### src/sysrv_pkg.sv
package sysrv_pkg;

    // Register byte addresses on the plain register port
    localparam logic [15:0] ADDR_CAUSE = 16'hfe01;
    localparam logic [15:0] ADDR_ISTAT = 16'hfe02;
    localparam logic [15:0] ADDR_IMASK = 16'hfe03;
    localparam logic [15:0] ADDR_PEND_A = 16'hfe04;
    localparam logic [15:0] ADDR_PEND_B = 16'hfe05;
    localparam logic [15:0] ADDR_PEND_C = 16'hfe06;
    localparam logic [15:0] ADDR_WDOG_SVC = 16'hffff;

    // Fixed vector locations
    localparam logic [15:0] VEC_RESET_HI = 16'hfffe;
    localparam logic [15:0] VEC_RESET_LO = 16'hffff;
    // High byte of flag n sits at VEC_IRQ_BASE - 2n (flag 1 at fffa, flag 14 at ffe0)
    localparam logic [15:0] VEC_IRQ_BASE = 16'hfffc;
    localparam logic [15:0] VEC_KBD_HI = 16'hffe0;
    localparam logic [15:0] VEC_KBD_LO = 16'hffe1;

    // Reset cause bit positions, shared by cause, status and mask registers
    localparam int CAUSE_POR = 7;
    localparam int CAUSE_PIN = 6;
    localparam int CAUSE_WDOG = 5;
    localparam int CAUSE_BADOP = 4;
    localparam int CAUSE_BADADR = 3;
    localparam int CAUSE_UV = 1;
    localparam logic [7:0] CAUSE_RESET = 8'h80;
    localparam logic [7:0] ISTAT_RESET = 8'h00;
    localparam logic [7:0] IMASK_RESET = 8'h00;
    localparam logic [7:0] PEND_RESET = 8'h00;

    // Core presets
    localparam logic [15:0] SP_RESET = 16'h00ff;

    // Reset pin low time in clk cycles
    localparam int RST_HOLD_CYCLES = 32;
    localparam int RST_CNT_W = 6;

    // System prescale counter and the stages a service clears
    localparam int PRESCALE_BITS = 12;
    localparam int SVC_CLR_LO = 4;
    localparam int SVC_CLR_HI = 11;

    // Reset sequencer states
    typedef enum logic [2:0] {
        ST_RUN,
        ST_HOLD,
        ST_WAIT_PIN,
        ST_VEC_HI,
        ST_VEC_LO,
        ST_LOAD
    } sysrv_state_t;

endpackage

### src/sysrv_sync.sv
`timescale 1ns/100ps
module sysrv_sync
    import sysrv_pkg::*;
#(
    parameter int WIDTH = 1
) (
    input wire logic clk, // System clock
    input wire logic reset, // Async reset, active high
    input wire logic [WIDTH-1:0] din, // Asynchronous levels
    output logic [WIDTH-1:0] dout // Synchronised levels
);

    logic [WIDTH-1:0] meta_q;
    logic [WIDTH-1:0] sync_q;

    // Two stages; the first is read by the second only
    always_ff @(posedge clk or posedge reset) begin
        if (reset) begin
            meta_q <= '0;
            sync_q <= '0;
        end else begin
            meta_q <= din;
            sync_q <= meta_q;
        end
    end

    assign dout = sync_q;

endmodule

### src/sysrv_wdog.sv
`timescale 1ns/100ps
module sysrv_wdog
    import sysrv_pkg::*;
#(
    parameter int WD_BITS = 8
) (
    input wire logic clk, // System clock
    input wire logic reset, // Async reset, active high
    input wire logic hold, // Keep both counters cleared
    input wire logic osc_tick, // One pulse per oscillator rising edge
    input wire logic service, // Watchdog service write
    output logic timeout // Pulse on watchdog overflow
);

    localparam logic [PRESCALE_BITS-1:0] KEEP_MASK =
        PRESCALE_BITS'((1 << SVC_CLR_LO) - 1);
    localparam logic [PRESCALE_BITS-1:0] PRE_ONE = PRESCALE_BITS'(1);
    localparam logic [WD_BITS-1:0] WD_ONE = WD_BITS'(1);

    generate
        if (WD_BITS < 1 || WD_BITS > 16) begin : g_bad_width
            $error("sysrv_wdog: WD_BITS must lie in 1..16");
        end
    endgenerate

    logic [PRESCALE_BITS-1:0] pre_q;
    logic [PRESCALE_BITS-1:0] pre_d;
    logic [PRESCALE_BITS-1:0] pre_base;
    logic [WD_BITS-1:0] wd_q;
    logic [WD_BITS-1:0] wd_d;
    logic timeout_q;
    logic wd_tick;
    logic wd_over;

    // Service keeps only the stages below the cleared span
    assign pre_base = service ? (pre_q & KEEP_MASK) : pre_q;
    // Terminal count of 12 stages: at least 4080 ticks after a service
    assign wd_tick = osc_tick && !service && (pre_q == '1);
    assign pre_d = osc_tick ? pre_base + PRE_ONE : pre_base;
    assign wd_over = wd_tick && (wd_q == '1);
    assign wd_d = service ? '0 : (wd_tick ? wd_q + WD_ONE : wd_q);

    // Counters run only while not held
    always_ff @(posedge clk or posedge reset) begin
        if (reset) begin
            pre_q <= '0;
            wd_q <= '0;
            timeout_q <= 1'b0;
        end else if (hold) begin
            pre_q <= '0;
            wd_q <= '0;
            timeout_q <= 1'b0;
        end else begin
            pre_q <= pre_d;
            wd_q <= wd_d;
            timeout_q <= wd_over;
        end
    end

    assign timeout = timeout_q;

endmodule

### src/sysrv_top.sv
// The address-and-strobe port was decided locally.
`timescale 1ns/100ps
// Summary of operation
// - Watchdog overflow resets, sets watchdog cause
// - Internal resets drive reset pin low
// - Service write clears watchdog, prescale stages
// - Prescale tick at least every 4080
// - Test voltage in monitor disables watchdog
// - Break state with test voltage on reset pin disables
// - Illegal instruction resets, sets opcode cause
// - Stop without allow is illegal opcode
// - Opcode fetch unmapped resets, sets address cause
// - Data fetch unmapped never resets
// - Undervoltage resets, sets undervoltage cause
// - Stack pointer preset to 00ff
// - Program counter loaded from reset vector
// - Service location reads vector low byte
// - Three read-only pending flag bytes
// - Fixed vectors, priority rising with address
module sysrv_top
    import sysrv_pkg::*;
#(
    parameter int WD_BITS = 8
) (
    input wire logic clk, // System clock, 20 MHz
    input wire logic reset, // Async reset, active high
    input wire logic [15:0] bus_addr, // Register address
    input wire logic [7:0] bus_wdata, // Register write data
    input wire logic bus_we, // Write strobe
    input wire logic bus_re, // Read strobe
    output logic [7:0] bus_rdata, // Read data, cycle after strobe
    input wire logic osc_clk_in, // Internal oscillator clock
    input wire logic uv_detect_in, // Undervoltage detector output
    input wire logic hv_rst_in, // Test high voltage on reset pin
    input wire logic hv_irq_in, // Test high voltage on irq pin
    input wire logic monitor_mode, // Core in monitor mode
    input wire logic break_state, // Core in break state
    input wire logic core_fetch, // Core fetch strobe
    input wire logic core_fetch_opcode, // Fetch is an opcode fetch
    input wire logic core_fetch_unmapped, // Fetch address is unmapped
    input wire logic core_bad_opcode, // Decoded illegal instruction
    input wire logic core_stop_exec, // Stop instruction executed
    input wire logic stop_allow, // Option bit allowing stop
    input wire logic [15:1] irq_src, // Pending interrupt lines
    input wire logic rst_pin_in, // Reset pin level
    output logic rst_pin_out, // Reset pin drive value
    output logic rst_pin_oe, // Reset pin drive enable
    output logic sys_reset, // Chip reset, high while sequencing
    output logic core_sp_load, // Stack pointer preset strobe
    output logic [15:0] core_sp_value, // Stack pointer preset value
    output logic vec_re, // Vector read strobe
    output logic [15:0] vec_addr, // Vector read address
    input wire logic [7:0] vec_rdata, // Vector data, cycle after
    output logic core_pc_load, // Program counter load pulse
    output logic [15:0] core_pc_value, // Program counter value
    output logic [15:0] irq_vector, // Vector of top pending flag
    output logic irq_any, // Some flag pending
    output logic irq_out // Masked event interrupt
);

    localparam logic [RST_CNT_W-1:0] HOLD_LOAD = RST_CNT_W'(RST_HOLD_CYCLES - 1);
    localparam logic [RST_CNT_W-1:0] CNT_ONE = RST_CNT_W'(1);

    generate
        if (RST_HOLD_CYCLES < 1 || RST_HOLD_CYCLES > (1 << RST_CNT_W)) begin : g_bad_hold
            $error("sysrv_top: reset hold count does not fit its counter");
        end
    endgenerate

    // Synchronised pin levels
    logic [4:0] sync_out;
    logic osc_s;
    logic uv_s;
    logic hv_rst_s;
    logic hv_irq_s;
    logic pin_s;

    sysrv_sync #(
        .WIDTH(5)
    ) u_sync (
        .clk(clk),
        .reset(reset),
        .din({osc_clk_in, uv_detect_in, hv_rst_in, hv_irq_in, rst_pin_in}),
        .dout(sync_out)
    );

    assign osc_s = sync_out[4];
    assign uv_s = sync_out[3];
    assign hv_rst_s = sync_out[2];
    assign hv_irq_s = sync_out[1];
    assign pin_s = sync_out[0];

    // Registers
    sysrv_state_t state_q;
    sysrv_state_t state_d;
    logic [RST_CNT_W-1:0] hold_cnt_q;
    logic [RST_CNT_W-1:0] hold_cnt_d;
    logic drive_q;
    logic drive_d;
    logic osc_prev_q;
    logic [7:0] cause_q;
    logic [7:0] cause_d;
    logic [7:0] istat_q;
    logic [7:0] istat_d;
    logic [7:0] imask_q;
    logic [15:1] pend_q;
    logic [7:0] vec_hi_q;
    logic [7:0] vec_lo_q;
    logic [15:0] pc_q;
    logic pc_load_q;
    logic [15:0] irq_vec_q;
    logic irq_any_q;
    logic [7:0] rdata_q;

    // Oscillator edge; rising edges only, sampled at the fast system clock
    logic osc_tick;
    assign osc_tick = osc_s && !osc_prev_q;

    // Watchdog gating is pure logic on the live test-voltage levels, so a
    // noise pulse cannot latch the watchdog off
    logic wd_disable;
    logic wd_hold;
    logic wd_service;
    logic wd_timeout;
    assign wd_disable = (monitor_mode && (hv_rst_s || hv_irq_s))
                        || (break_state && hv_rst_s);
    assign wd_hold = sys_reset || wd_disable;
    assign wd_service = bus_we && (bus_addr == ADDR_WDOG_SVC);

    sysrv_wdog #(
        .WD_BITS(WD_BITS)
    ) u_wdog (
        .clk(clk),
        .reset(reset),
        .hold(wd_hold),
        .osc_tick(osc_tick),
        .service(wd_service),
        .timeout(wd_timeout)
    );

    // Reset sources; core-side sources count only while the core runs
    logic running;
    logic trig_wdog;
    logic trig_badop;
    logic trig_badadr;
    logic trig_uv;
    logic trig_pin;
    logic trig_int;
    logic trig_any;
    logic [7:0] trig_vec;

    assign running = (state_q == ST_RUN);
    assign trig_wdog = wd_timeout;
    assign trig_badop = running && (core_bad_opcode
                        || (core_stop_exec && !stop_allow));
    // The opcode qualifier keeps data fetches harmless
    assign trig_badadr = running && core_fetch && core_fetch_opcode
                         && core_fetch_unmapped;
    assign trig_uv = uv_s;
    assign trig_pin = running && !pin_s;
    assign trig_int = trig_wdog || trig_badop || trig_badadr || trig_uv;
    assign trig_any = trig_int || trig_pin;

    // One bit per source that fired in this cycle
    always_comb begin
        trig_vec = 8'h00;
        trig_vec[CAUSE_WDOG] = trig_wdog;
        trig_vec[CAUSE_BADOP] = trig_badop;
        trig_vec[CAUSE_BADADR] = trig_badadr;
        trig_vec[CAUSE_UV] = trig_uv;
        trig_vec[CAUSE_PIN] = trig_pin;
    end

    // Cause holds only the sources of the latest reset; a level held
    // undervoltage keeps rewriting the same bit
    assign cause_d = trig_any ? trig_vec : cause_q;

    // Sequencer next state; any trigger restarts the hold phase
    always_comb begin
        state_d = state_q;
        hold_cnt_d = hold_cnt_q;
        drive_d = drive_q;
        if (trig_any) begin
            state_d = ST_HOLD;
            hold_cnt_d = HOLD_LOAD;
            drive_d = drive_q || trig_int;
        end else begin
            case (state_q)
                ST_RUN: begin
                    state_d = ST_RUN;
                end
                ST_HOLD: begin
                    if (hold_cnt_q == '0) begin
                        state_d = ST_WAIT_PIN;
                        drive_d = 1'b0;
                    end else begin
                        hold_cnt_d = hold_cnt_q - CNT_ONE;
                    end
                end
                ST_WAIT_PIN: begin
                    // Wait for the pin to rise so our own drive is never
                    // mistaken for an external reset
                    if (pin_s) begin
                        state_d = ST_VEC_HI;
                    end
                end
                ST_VEC_HI: begin
                    state_d = ST_VEC_LO;
                end
                ST_VEC_LO: begin
                    state_d = ST_LOAD;
                end
                ST_LOAD: begin
                    state_d = ST_RUN;
                end
                default: begin
                    state_d = ST_HOLD;
                    hold_cnt_d = HOLD_LOAD;
                    drive_d = 1'b1;
                end
            endcase
        end
    end

    // Sequencer registers; power-up starts in the hold phase
    always_ff @(posedge clk or posedge reset) begin
        if (reset) begin
            state_q <= ST_HOLD;
            hold_cnt_q <= HOLD_LOAD;
            drive_q <= 1'b1;
            osc_prev_q <= 1'b0;
        end else begin
            state_q <= state_d;
            hold_cnt_q <= hold_cnt_d;
            drive_q <= drive_d;
            osc_prev_q <= osc_s;
        end
    end

    // Open-drain reset pin: drive low or float
    assign rst_pin_out = 1'b0;
    assign rst_pin_oe = drive_q;
    assign sys_reset = !running;

    // Stack pointer preset stands for the whole reset
    assign core_sp_load = sys_reset;
    assign core_sp_value = SP_RESET;

    // Vector fetch: high byte first, data one cycle after each strobe
    assign vec_re = (state_q == ST_VEC_HI) || (state_q == ST_VEC_LO);
    assign vec_addr = (state_q == ST_VEC_LO) ? VEC_RESET_LO : VEC_RESET_HI;

    always_ff @(posedge clk or posedge reset) begin
        if (reset) begin
            vec_hi_q <= 8'h00;
            vec_lo_q <= 8'h00;
            pc_q <= 16'h0000;
            pc_load_q <= 1'b0;
        end else begin
            if (state_q == ST_VEC_LO) begin
                vec_hi_q <= vec_rdata;
            end
            if (state_q == ST_LOAD) begin
                vec_lo_q <= vec_rdata;
                pc_q <= {vec_hi_q, vec_rdata};
            end
            pc_load_q <= (state_q == ST_LOAD) && !trig_any;
        end
    end

    assign core_pc_load = pc_load_q;
    assign core_pc_value = pc_q;

    // Pending flags mirror the sources and are cleared through any reset
    always_ff @(posedge clk or posedge reset) begin
        if (reset) begin
            pend_q <= '0;
        end else if (sys_reset) begin
            pend_q <= '0;
        end else begin
            pend_q <= irq_src;
        end
    end

    // Lowest flag number sits at the highest vector and wins
    function automatic logic [15:0] top_vector(input logic [15:1] flags);
        logic [15:0] v;
        v = 16'h0000;
        for (int n = 15; n >= 1; n--) begin
            if (flags[n]) begin
                v = VEC_IRQ_BASE - 16'(2 * n);
            end
        end
        return v;
    endfunction

    always_ff @(posedge clk or posedge reset) begin
        if (reset) begin
            irq_vec_q <= 16'h0000;
            irq_any_q <= 1'b0;
        end else begin
            irq_vec_q <= top_vector(pend_q);
            irq_any_q <= |pend_q;
        end
    end

    assign irq_vector = irq_vec_q;
    assign irq_any = irq_any_q;

    // Pending bytes; unused flag positions read as zero
    logic [7:0] pend_a;
    logic [7:0] pend_b;
    logic [7:0] pend_c;
    assign pend_a = {pend_q[6], pend_q[5], pend_q[4], pend_q[3], 1'b0, pend_q[1], 2'b00};
    assign pend_b = {pend_q[14], pend_q[13], pend_q[12], pend_q[11], 2'b00,
                     pend_q[8], pend_q[7]};
    assign pend_c = {7'h00, pend_q[15]};

    // Register decode; writes to read-only bytes are dropped
    logic sel_cause;
    logic sel_istat;
    logic sel_imask;
    logic sel_pa;
    logic sel_pb;
    logic sel_pc;
    logic sel_svc;
    logic istat_rd;
    logic imask_wr;
    logic [7:0] rdata_d;

    assign sel_cause = (bus_addr == ADDR_CAUSE);
    assign sel_istat = (bus_addr == ADDR_ISTAT);
    assign sel_imask = (bus_addr == ADDR_IMASK);
    assign sel_pa = (bus_addr == ADDR_PEND_A);
    assign sel_pb = (bus_addr == ADDR_PEND_B);
    assign sel_pc = (bus_addr == ADDR_PEND_C);
    assign sel_svc = (bus_addr == ADDR_WDOG_SVC);
    assign istat_rd = bus_re && sel_istat;
    assign imask_wr = bus_we && sel_imask;

    // Read mux; unmapped addresses answer zero
    assign rdata_d = sel_cause ? cause_q :
                     sel_istat ? istat_q :
                     sel_imask ? imask_q :
                     sel_pa ? pend_a :
                     sel_pb ? pend_b :
                     sel_pc ? pend_c :
                     sel_svc ? vec_lo_q :
                     8'h00;

    // Read clears status, but an event in the same cycle is kept
    assign istat_d = (istat_q & ~{8{istat_rd}}) | trig_vec;

    // Cause survives the internal reset it reports; only the
    // hard reset clears status and mask
    always_ff @(posedge clk or posedge reset) begin
        if (reset) begin
            cause_q <= CAUSE_RESET;
            istat_q <= ISTAT_RESET;
            imask_q <= IMASK_RESET;
            rdata_q <= 8'h00;
        end else begin
            cause_q <= cause_d;
            istat_q <= istat_d;
            if (imask_wr) begin
                imask_q <= bus_wdata;
            end
            rdata_q <= bus_re ? rdata_d : 8'h00;
        end
    end

    assign bus_rdata = rdata_q;
    assign irq_out = |(istat_q & imask_q);

endmodule

### config.mk
export PLATFORM = sky130hd
export DESIGN_NAME = sysrv_top
export DESIGN_NICKNAME = d
export VERILOG_FILES = /design/src/sysrv_pkg.sv /design/src/sysrv_sync.sv /design/src/sysrv_wdog.sv /design/src/sysrv_top.sv
export SDC_FILE = /design/constraint.sdc
export NUM_CORES = 1
export LEC_CHECK = 0
export ABC_AREA = 1
export BUFFER_PORTS_ARGS = -buffer_cell sky130_fd_sc_hd__buf_2
export CORE_MARGIN = 4
export CORE_UTILIZATION = 59
export DETAILED_ROUTE_END_ITERATION = 7
export PLACE_DENSITY = 0.82
export SYNTH_ARGS = -nofsm -noshare
export SYNTH_HDL_FRONTEND = slang
export SYNTH_HIERARCHICAL = 1
export SYNTH_SLANG_ARGS = --single-unit
### constraint.sdc
create_clock -name clk -period 6.7 [get_ports clk]
set_input_delay 1.005 -clock clk [delete_from_list [all_inputs] [get_ports clk]]
set_output_delay 1.005 -clock clk [all_outputs]
set_load 0.05 [all_outputs]
Word level (Yosys, flattened, before mapping)

Index checks and enable logic that the tools add are counted.

Logic and storage cells: 129
Flip-flop bits (word level): 137
Output and inout bits: 80
Input bits: 64

Add/sub/neg operators: 3
Bitwise logic cells: 4
Eq/ne operators: 18
Mux-type cells: 42
Reductions and logical operators: 42

Operators by type and width:

| cell                    | count |
|---|---|
| $mux W16                | 15 |
| $eq A16 B16 Y1 const B  | 7 |
| $mux W8                 | 11 |
| $mux W12                | 3 |
| $and A8 B8 Y8           | 2 |
| $logic_and A1 B1 Y1     | 16 |
| $mux W15                | 1 |
| $pmux W3 S5             | 1 |
| $reduce_or A15 Y1       | 1 |
| $add A12 B1 Y12 const B | 1 |
| $eq A12 B12 Y1 const B  | 1 |
| $mux W6                 | 2 |
| $pmux W6 S2             | 1 |
| $logic_or A1 B1 Y1      | 10 |
| $mux W3                 | 3 |
| $add A8 B1 Y8 const B   | 1 |
| $eq A8 B8 Y1 const B    | 1 |
| $not A8 Y8              | 1 |
| $or A8 B7 Y8            | 1 |
| $reduce_or A8 Y1        | 1 |
| $eq A3 B2 Y1 const B    | 2 |
| $eq A3 B3 Y1 const B    | 2 |
| $logic_not A1 Y1        | 6 |
| $logic_not A6 Y1        | 1 |
| 12 further kinds        | 18 |

Longest topological paths before layout

Gate-level depths: netlist of run 1.

Word-level depth: 15
Mapped depth: 15
Depth with buffers taken out: 15

Modules after synthesis

Netlist of run 1, hierarchy kept.

Modules (own cells, without submodules):

| module     | sequential area each (um2) | times used | area an instance (um2) | cells an instance |
|---|---|---|---|---|
| sysrv_top  | 2,212.1                    | 1          | 4,574.4                | 551 |
| sysrv_wdog | 525.5                      | 1          | 1,410.1                | 196 |
| sysrv_sync | 250.2                      | 1          | 254.0                  | 11 |

Worst setup path before layout of run 1

Ideal clock, no wire load.

Kind: register to output
From: register state_q[1]
To: output vec_re
Path buffers: 1
Arrival time: 2,004 ps
Setup slack: 3,691 ps
Cell stages (with the launch flop): 7
Data required time: 5,695 ps
Cell sequence: dfrtp_1 -> inv_2 -> nand2_4 -> nor2_1 -> inv_2 -> clkbuf_1 -> nand2_1

Cells in the longest elaborated chain, start to end: 2
Elaborated cells between the ends (all ways): 3
Classes of those cells: eq/ne: 2; reduce/logical: 1

Ends and longest elaborated chain:

| item                                                | RTL line         | source |
|---|---|---|
| start: declaration                                  | sysrv_top.sv:94  | `sysrv_state_t state_q;` |
| start signal: assignment                            | sysrv_top.sv:233 | `state_q <= state_d;` |
| $eq A3 B2 Y1 / $eq A3 B3 Y1 (equally long branches) | sysrv_top.sv:250 | `assign vec_re = (state_q == ST_VEC_HI) \|\| (state_q == ST_VEC_LO);` |
| $logic_or A1 B1 Y1 *                                | sysrv_top.sv:250 |  |
| end: declaration                                    | sysrv_top.sv:51  | `output logic vec_re,` |

Mark *: on every way between the ends. The rest lies on a longest branch, timed or not.

Worst setup path in the final report of run 1

From: register state_q[0]
To: output vec_re

Same word-level chain as after synthesis.

==> flow_summary.json, run 1 <==
{
  "start_util": 0.6043,
  "areaGrowthSynthToFinish_pct": 16.45,
  "crit_start": "state_q[0]",
  "dp_hpwl_um": 10450,
  "postCtsHoldBufs": 0,
  "cp_max_fo": 19,
  "io_pins": 144,
  "chipHeight_um": 110.8,
  "drive_above_1_share": 0.2605,
  "yosysUniqueCellTypes": 47,
  "die_x_um": 110.8,
  "crit_path_end_kind": "output pin",
  "report.final.setup_viol": 0,
  "whs_ns": 0.3539,
  "worst_slew_pin_slew_ns": 0.8609,
  "drcViolationCount": 0,
  "seqPwrFrac": 0.352,
  "routabilityCongestion": 0.9983,
  "diodes": 0,
  "ys_async_sr_fraction": 1.000,
  "crit_top_cell": "inv_2",
  "tns_ns": 0,
  "r2r_start": "state_q[1]",
  "power.share.combinational": 0.341,
  "cts_resized": 0,
  "h-tree-depth": 4,
  "ys_seq_area_frac": 0.4789,
  "fillers": 823,
  "synthFlopType": "dfrtp_1",
  "synth_top_area_frac": 0.4452,
  "synth_enable_flop_cells": 0,
  "synth-seq-cells": 119,
  "ir_worst_vdd_v": 0.0003657,
  "relSlewSlack": 0.4254,
  "drt_iter0_drc": 329,
  "fin_worst_skew_ns": 0.007669,
  "yosys_warnings": 6,
  "worstPathCellList": "inv_2 -> nand2_4 -> nor2_1 -> inv_2 -> nand2_1 -> buf_2",
  "synth_area_leaders": "dfrtp_1 45%, nand2_1 10%, inv_1 6.2%",
  "syn_area_mm2": 0.006238,
  "most-common-layout-cells": "171 x nand2_1, 111 x dfrtp_1, 110 x buf_2",
  "multiInputGateArea_mm2": 0.002520,
  "layout_commonest_cell": "nand2_1",
  "cts_buffers": 17,
  "drv_slew": 0,
  "netlist_instances": 758,
  "fin_crit_sh": 0.4199,
  "cts_sinks": 119,
  "slowest_delay_ns": 0.55,
  "synth_area_per_cell_um2": 8.230,
  "die_area_mm2": 0.01228,
  "crit_type": "flop to output pin",
  "clock-root-buffer": "clkbuf_8",
  "final_hold_viol_count": 0,
  "start_kind": "flop",
  "required_ns": 5.69,
  "cts_setup_buffers": 0,
  "portBuffers": 110,
  "fin_nets": 934,
  "wl_per_cell_um": 14.08,
  "clkLatencyLatePin_ns": 0.52,
  "clockBufferDepth": 2,
  "power_frac_clock": 0.306,
  "core-area_mm2": 0.01032,
  "cts_tree": "yes",
  "viasPerCell": 5.123,
  "leakagePower_uw": 0.003846,
  "num_vias": 5200,
  "power_density_mw_per_mm2": 387.0,
  "ant_nets": 0,
  "dr.pass1.iters": 5,
  "drv_cap": 0,
  "antenna_found_initial": 0,
  "fmax_mhz": 355.5,
  "status": "complete, no violations",
  "wl_um": 14290,
  "rsz0062_at_grt": "no",
  "clk_pin_slew_ns": 0.06,
  "swShare": 0.4135,
  "grt.total_usage": 0.2410,
  "grt_max_degree": 68,
  "finish.utilization": 0.7037,
  "p_switching_uw": 1163,
  "seq_area_mm2": 0.002988,
  "cp.buffers_inverters": 3,
  "overflow": 0,
  "critical-path-slowest-cell": "dfstp_2",
  "fin_crit_ns": 2.813,
  "min_from": "u_sync/meta_q[0]",
  "grt_pass1_wl_um": 23960,
  "p_int_uw": 1649,
  "critPathArrivalTime_ns": 1.81,
  "num_rows": 37,
  "first_global_vias": 5130,
  "synth_top_area_cell": "dfrtp_1",
  "hold_class": "flop to flop",
  "critical_path.top_delay_family": "flip-flops"
}
power groups by stage:
stage	Clock (µW)	Sequential [µW]	Combinational (µW)
after floorplan	0	1200	573
after global placement	0	993	946
after detailed placement	0	997	963
after CTS	875	987	969
after global routing	911	1010	1040
final	861	990	960
registers in the layout (all words and copies together), names as in the netlist, 7 cells and up:
name           flops
imask_q            8
u_wdog/pre_q      12
core_pc_value      9
pend_q            15
vec_lo_q           7
istat_q            8
vec_hi_q           8
u_wdog/wd_q        8
bus_rdata          8
Yosys cell counts (2+ instances only):
library cell  instances
o21a_1                2
inv_1               103
buf_2                 3
nand2_2              11
o21ai_2               7
ha_1                  4
nor3_1               13
o21ai_1               6
nor3_2                3
nor2_1               78
a21oi_1              31
buf_4                44
o211ai_1              4
nand3_2              10
conb_1                2
nor2_4                5
xnor2_1               4
a22o_1                2
o21ai_0              31
dfrtp_1             111
nand3_1              35
inv_2                14
clkbuf_1              4
or2_2                 3
nand4_1              13
nor2_2                7
dfstp_2               8
inv_4                 2
nor2_8                2
mux2_2                6
nand2_4               3
a221oi_1              2
nand2_1             171
through the flow:
step | instances | instance area [µm²] | total power, µW | setup WS (ns)
floorplan | 789 | 6355 | 1771 | 3.430
global placement | 983 | 6693 | 1939 | 3.643
detailed placement | 983 | 6693 | 1960 | 3.503
CTS | 1015 | 7264 | 2831 | 3.845
global route | 1015 | 7264 | 2963 | 3.783
finish | 1015 | 7264 | 2812 | 3.887
worst reg2reg max path: cells and delay by family (launching register included):
kind / cells / cell delay, ns
and+or+nand+nor: 6 / 1.17
DFF: 1 / 0.41
buffers and inverters: 2 / 0.28
AOI/OAI and AO/OA: 1 / 0.08
layout make-up:
type | count | area share
flip-flops and latches | 119 | 0.4113
multi-input cells | 497 | 0.3469
repair buffers | 111 | 0.07682
inverters | 120 | 0.06287
clock buffers | 19 | 0.06080
well taps | 136 | 0.02342
clock inverters | 13 | 0.01791
path summary, 6_finish.rpt:
path	to	cells after the start	slack [ns]
hold / removal	u_sync/dout[0]	0	0.35
min in group asynchronous	vec_hi_q[2]	2	0.49
setup reg to reg	u_wdog/wd_q[2]	9	4.68
hold reg to reg	u_sync/dout[0]	0	0.35
setup / recovery	vec_re	6	3.89
max in group asynchronous	vec_hi_q[4]	3	5.08
kinds of logic (layout without fill, tap and decap cells):
family,Yosys count,in the layout,synth area share
other cells,2,33,0.001204
xor+xnor,5,5,0.007019
fa+ha+maj,4,4,0.008023
flops,119,119,0.4789
buf+inv,173,263,0.1358
mux,6,6,0.01083
compound gates,89,89,0.08324
simple gates,360,360,0.2750
per-layer routing:
layer | wire length, µm | global-route usage
met5 | 0 | 0
met4 | 440 | 0.1133
met2 | 7127 | 0.4106
met1 | 5773 | 0.2877
met3 | 947 | 0.05786
No activity file was read; power rests on OpenSTA's default activity.
==> run 2: changes to the inputs <==
CORE_UTILIZATION = 54   (was 59)
PLACE_DENSITY = 0.76   (was 0.82)
clock period = 2.8 ns   (was 6.7 ns; I/O delays follow)
==> run 2 against run 1 <==
Compared with the run above:
- count of clock-buffer cells in the layout shrank 2
- via count did not move
- sequential cell count did not move
- critical path type unchanged
- wire length barely moved
- critical path depth unchanged
==> flow_summary.json, run 2 (synthesized netlist as in run 1, its figures left out) <==
{
  "power_density_mw_per_mm2": 956.4,
  "cts_buffers": 17,
  "drt_iter0_drc": 479,
  "finalPower_uw": 7053,
  "fin_worst_skew_ns": 0.005867,
  "antenna_found_initial": 0,
  "ir_worst_vdd_v": 0.001123,
  "tns_ns": 0,
  "num_vias": 5200,
  "grt.total_usage": 0.2318,
  "relSlewSlack": 0.4650,
  "portBuffers": 110,
  "num_rows": 38,
  "grt_max_degree": 45,
  "chipHeight_um": 115.5,
  "die_area_mm2": 0.01334,
  "drive_above_1_share": 0.2619,
  "drv_cap": 0,
  "wl_um": 14290,
  "layout_commonest_cell": "nand2_1",
  "fin_nets": 937,
  "hold_class": "primary input to flop",
  "clkLatencyLatePin_ns": 0.41,
  "cts_setup_buffers": 0,
  "cts_tree": "yes",
  "cts_sinks": 119,
  "routabilityCongestion": 0.9852,
  "required_ns": 2.38,
  "status": "complete, no violations",
  "fmax_mhz": 466.0,
  "start_kind": "flop",
  "overflow": 0,
  "cp_max_fo": 19,
  "dp_hpwl_um": 10780,
  "report.final.setup_viol": 0,
  "fin_crit_ns": 2.146,
  "areaGrowthSynthToFinish_pct": 18.21,
  "diodes": 0,
  "rsz0062_at_grt": "no",
  "most-common-layout-cells": "171 x nand2_1, 111 x dfrtp_1, 110 x buf_2",
  "io_pins": 144,
  "worst_slew_pin_slew_ns": 0.8017,
  "viasPerCell": 5.088,
  "crit_path_end_kind": "output pin",
  "critPathArrivalTime_ns": 1.73,
  "crit_type": "flop to output pin",
  "h-tree-depth": 4,
  "final_cells": 1022,
  "drcViolationCount": 0,
  "largest_register_ffs": 15,
  "leakagePower_uw": 0.003891,
  "max_flop_register": "pend_q",
  "clockBufferDepth": 2,
  "start_util": 0.5631,
  "dr.pass1.iters": 5,
  "core-area_mm2": 0.01108,
  "die_x_um": 115.5,
  "grt_pass1_wl_um": 24140,
  "drv_slew": 0,
  "clk_pin_slew_ns": 0.06,
  "wl_per_cell_um": 13.98,
  "fin_crit_sh": 0.7663,
  "clock-root-buffer": "clkbuf_16",
  "first_global_vias": 5229,
  "numPlacedInstances": 989,
  "ant_nets": 0,
  "final_hold_viol_count": 0
}
[run 2: cell types whose count changed in the layout (fill, tap and decap cells not counted), moves of 2 or more]
cell	delta
clkinv_2	-4
clkbuf_8	-3
inv_6	+2
buf_4	+2
bufinv_16	+3
[run 2: metrics by stage]
step | hold WS, ns | instance area, µm² | util | worst slack (ns)
CTS | 0.08585 | 7375 | 0.6657 | 0.6296
floorplan | 0.2602 | 6355 | - | 0.1147
detailed placement | 0.3347 | 6713 | 0.6059 | 0.6456
global route | 0.08179 | 7375 | 0.6657 | 0.5361
finish | 0.1117 | 7375 | 0.6657 | 0.6542
global placement | 0.3334 | 6713 | 0.6059 | 0.7637
[run 2: metal layers]
metal	share of wire	up-vias	global-route usage
met4	0.026	0	0.08451
li1	-	2536	-
met5	0	-	0
met3	0.077	41	0.06527
met1	0.40	2414	0.2786
met2	0.50	209	0.3993
[run 2: timing repair]
action,in CTS,in global routing
endpoints found under the setup margin,0,0
hold endpoints to repair,9,0
resized for setup,0,0
hold buffers,1,0
[run 2: final timing paths]
check / start / end / slack [ns] / cells past startpoint
max: state_q[0] / vec_re / 0.65 / 6
min: osc_clk_in / u_sync/meta_q[4] / 0.11 / 1
max reg2reg: state_q[1] / u_wdog/wd_q[2] / 0.70 / 9
min reg2reg: u_sync/meta_q[4] / u_sync/dout[4] / 0.35 / 0
max in group asynchronous: reset / core_pc_value[8] / 1.49 / 4
min in group asynchronous: reset / osc_prev_q / 0.50 / 3
[run 2: layout make-up]
cell class / instances / area (µm²)
clock buffers: 17 / 425.4
flip-flops and latches: 119 / 2988
fillers: 892 / 3704
multi-input cells: 497 / 2520
repair buffers: 114 / 583.1
inverters: 120 / 456.7
well taps: 140 / 175.2
clock inverters: 15 / 226.5
[run 2: where the power goes]
group / switching, µW / leakage [µW] / internal [µW] / total, µW
logic: 1770 / 0.00209 / 548 / 2310
registers: 278 / 0.00149 / 2100 / 2380
clock network: 781 / 0.000310 / 1580 / 2360
[run 2: critical path, cell delays in order, from the launching register on]
cell,delay (ns)
dfstp_2,0.55
inv_2,0.06
nand2_4,0.08
nor2_1,0.06
inv_2,0.24
nand2_1,0.10
buf_2,0.23
==> run 3: changes to the inputs <==
ABC_AREA = 0   (was 1)
CORE_UTILIZATION = 53   (was 54)
clock period = 2.2 ns   (was 2.8 ns; I/O delays follow)
==> run 3 against run 2 <==
Compared with the run above:
- highest routed layer unchanged
- synthesized cell count fell by 31%
- critical path type unchanged
- clock skew rose by 0.0012 ns
- first-iteration DRC count fell by 52%
- via count fell by 17%
- clock power rose by 12%
- non-clock buffer count rose by 26
- sequential power fell by 5%
- combinational power fell by 83%
- largest power group is now clock
==> flow_summary.json, run 3 <==
{
  "status": "complete, no violations",
  "reg2regPathDepth": 6,
  "critical-path-slowest-cell": "dfstp_2",
  "diodes": 0,
  "syn_area_mm2": 0.005665,
  "cts_buffers": 17,
  "layout_commonest_cell": "dfrtp_1",
  "chipHeight_um": 111.4,
  "fmax_mhz": 472.0,
  "synth_top_area_cell": "dfrtp_1",
  "grt.total_usage": 0.2180,
  "clk_pin_slew_ns": 0.05,
  "report.final.setup_viol": 0,
  "largest_register_ffs": 15,
  "h-tree-depth": 4,
  "critPathArrivalTime_ns": 1.79,
  "synth_area_per_cell_um2": 10.83,
  "wl_um": 12820,
  "routabilityCongestion": 0.9531,
  "wl_per_cell_um": 15.98,
  "drcViolationCount": 0,
  "synth_area_leaders": "dfrtp_1 49%, mux2_2 6.4%, buf_4 5.7%",
  "fillers": 786,
  "crit_start": "state_q[0]",
  "leakagePower_uw": 0.003487,
  "fin_worst_skew_ns": 0.007073,
  "finish.utilization": 0.6698,
  "viasPerCell": 5.383,
  "rsz0062_at_grt": "no",
  "ant_nets": 0,
  "cp_max_fo": 18,
  "yosysMostFrequentCell": "dfrtp_1",
  "relSlewSlack": 0.4665,
  "power_density_mw_per_mm2": 760.7,
  "fin_crit_ns": 2.119,
  "fin_nets": 721,
  "antenna_found_initial": 0,
  "ys_seq_area_frac": 0.5274,
  "dp_hpwl_um": 9576,
  "io_pins": 144,
  "slowest_delay_ns": 0.61,
  "worst_slew_pin_slew_ns": 0.7994,
  "yosys_warnings": 6,
  "crit_top_cell": "buf_4",
  "most-common-layout-cells": "111 x dfrtp_1, 106 x buf_2, 38 x nor2_1",
  "r2r_start": "state_q[0]",
  "portBuffers": 110,
  "drt_iter0_drc": 231,
  "cp-endpoint": "sys_reset",
  "synth_top_area_frac": 0.4903,
  "drv_cap": 0,
  "clkLatencyLatePin_ns": 0.53,
  "max_flop_register": "pend_q",
  "cts_sinks": 119,
  "fin_crit_sh": 0.9630,
  "final_hold_viol_count": 0,
  "clock-root-buffer": "clkbuf_8",
  "hold_class": "primary input to flop",
  "reg2reg_slack_ns": 0.29,
  "start_kind": "flop",
  "required_ns": 1.87,
  "core-area_mm2": 0.01037,
  "die_area_mm2": 0.01241,
  "crit_type": "flop to output pin",
  "yosysUniqueCellTypes": 65,
  "worstReg2RegEnd": "hold_cnt_q[5]",
  "drive_above_1_share": 0.3303,
  "drv_slew": 0,
  "ir_worst_vdd_v": 0.0004778,
  "areaGrowthSynthToFinish_pct": 22.59,
  "cts_tree": "yes",
  "first_global_vias": 4495,
  "die_x_um": 111.4,
  "worstPathCellList": "nor3_2 -> buf_4 -> inv_1 -> buf_4",
  "synth_enable_flop_cells": 0,
  "crit_path_end_kind": "output pin",
  "cts_setup_buffers": 0,
  "grt_pass1_wl_um": 21690,
  "netlist_instances": 523,
  "clockBufferDepth": 2,
  "grt_max_degree": 77,
  "ys_async_sr_fraction": 1.000,
  "dr.pass1.iters": 5,
  "start_util": 0.5463,
  "synth-seq-cells": 119,
  "num_vias": 4317,
  "synthFlopType": "dfrtp_1",
  "overflow": 0,
  "synth_common_cells": "111 x dfrtp_1, 43 x buf_4, 38 x nor2_1",
  "num_rows": 37,
  "finalPower_uw": 5284
}
run 3: changes by cell type after synthesis, sizes merged, moves of 25 or more:
cell,delta
inv,-101
nor2,-54
o21ai,-25
nand3,-27
mux2,+26
nand2,-156
run 3: cell families (layout without fill, tap and decap cells):
logic type                 count (synthesis)  in the layout  share of synthesized area
and+or+nand+nor                          180            180                     0.1787
DFF                                      119            119                     0.5274
AOI/OAI and AO/OA                         93             93                     0.1100
buffers and inverters                     78            190                    0.08613
muxes                                     36             36                    0.07067
xor gates and xnor gates                  11             11                    0.01700
adders and majority gates                  4              4                   0.008834
other                                      2             33                   0.001326
run 3: worst max-delay path, delay by kind of cell (launching register included):
| kind | cells | cell delay [ns] |
|---|---|---|
| flops | 1 | 0.61 |
| buf+inv | 3 | 0.57 |
| simple gates | 1 | 0.08 |
run 3: worst min-delay path by stage:
stage	end	depth (start not counted)	startpoint	slack, ns
after floorplan	u_sync/dout[0]	1	reset	0.17
after global placement	osc_prev_q	2	reset	0.33
after detailed placement	state_q[1]	2	reset	0.34
after CTS	pend_q[15]	2	irq_src[15]	0.0002
after global routing	pend_q[10]	2	irq_src[10]	0.003
final	pend_q[15]	2	irq_src[15]	0.02
run 3: per-layer routing:
| metal | vias to the layer above | wire length [µm] | GRT usage |
|---|---|---|---|
| li1 | 2023 | - | - |
| met1 | 2080 | 5084 | 0.2628 |
| met2 | 172 | 6432 | 0.3559 |
| met3 | 42 | 892 | 0.07283 |
| met4 | 0 | 409 | 0.1006 |
| met5 | - | 0 | 0 |
run 3: area by class of cell:
class                      count  area [µm²]  share of cell area
tap                          136       170.2             0.02450
timing repair buffer         140       828.3              0.1193
multi-input combinational    357        2316              0.3335
inverter                      18       71.32             0.01027
clock buffer                  21       439.2             0.06323
clock inverter                11       132.6             0.01910
sequential                   119        2988              0.4302
run 3: per-stage QoR:
stage | setup WS [ns] | instance area (µm²) | instances | TNS (ns) | hold WS, ns
after global routing | 0.003917 | 6945 | 802 | 0 | 0.003258
after detailed placement | 0.05231 | 6238 | 758 | 0 | 0.3355
final | 0.08133 | 6945 | 802 | 0 | 0.01919
after CTS | 0.002558 | 6933 | 802 | 0 | 0.0002496
after global placement | 0.1525 | 6238 | 758 | 0 | 0.3285
after floorplan | -0.3405 | 5802 | 554 | -1.790 | 0.1702
run 3: timing repair:
item,in CTS,in global routing
hold buffers,12,0
setup endpoints to repair,1,4
endpoints found under the hold margin,26,0
gates resized for setup,1,7
run 3: where the power goes:
part           total (µW)  leakage (µW)  switching [µW]  internal (µW)
combinational         383       0.00163             279            104
sequential           2250       0.00157            23.6           2230
clock                2650      0.000285             916           1740
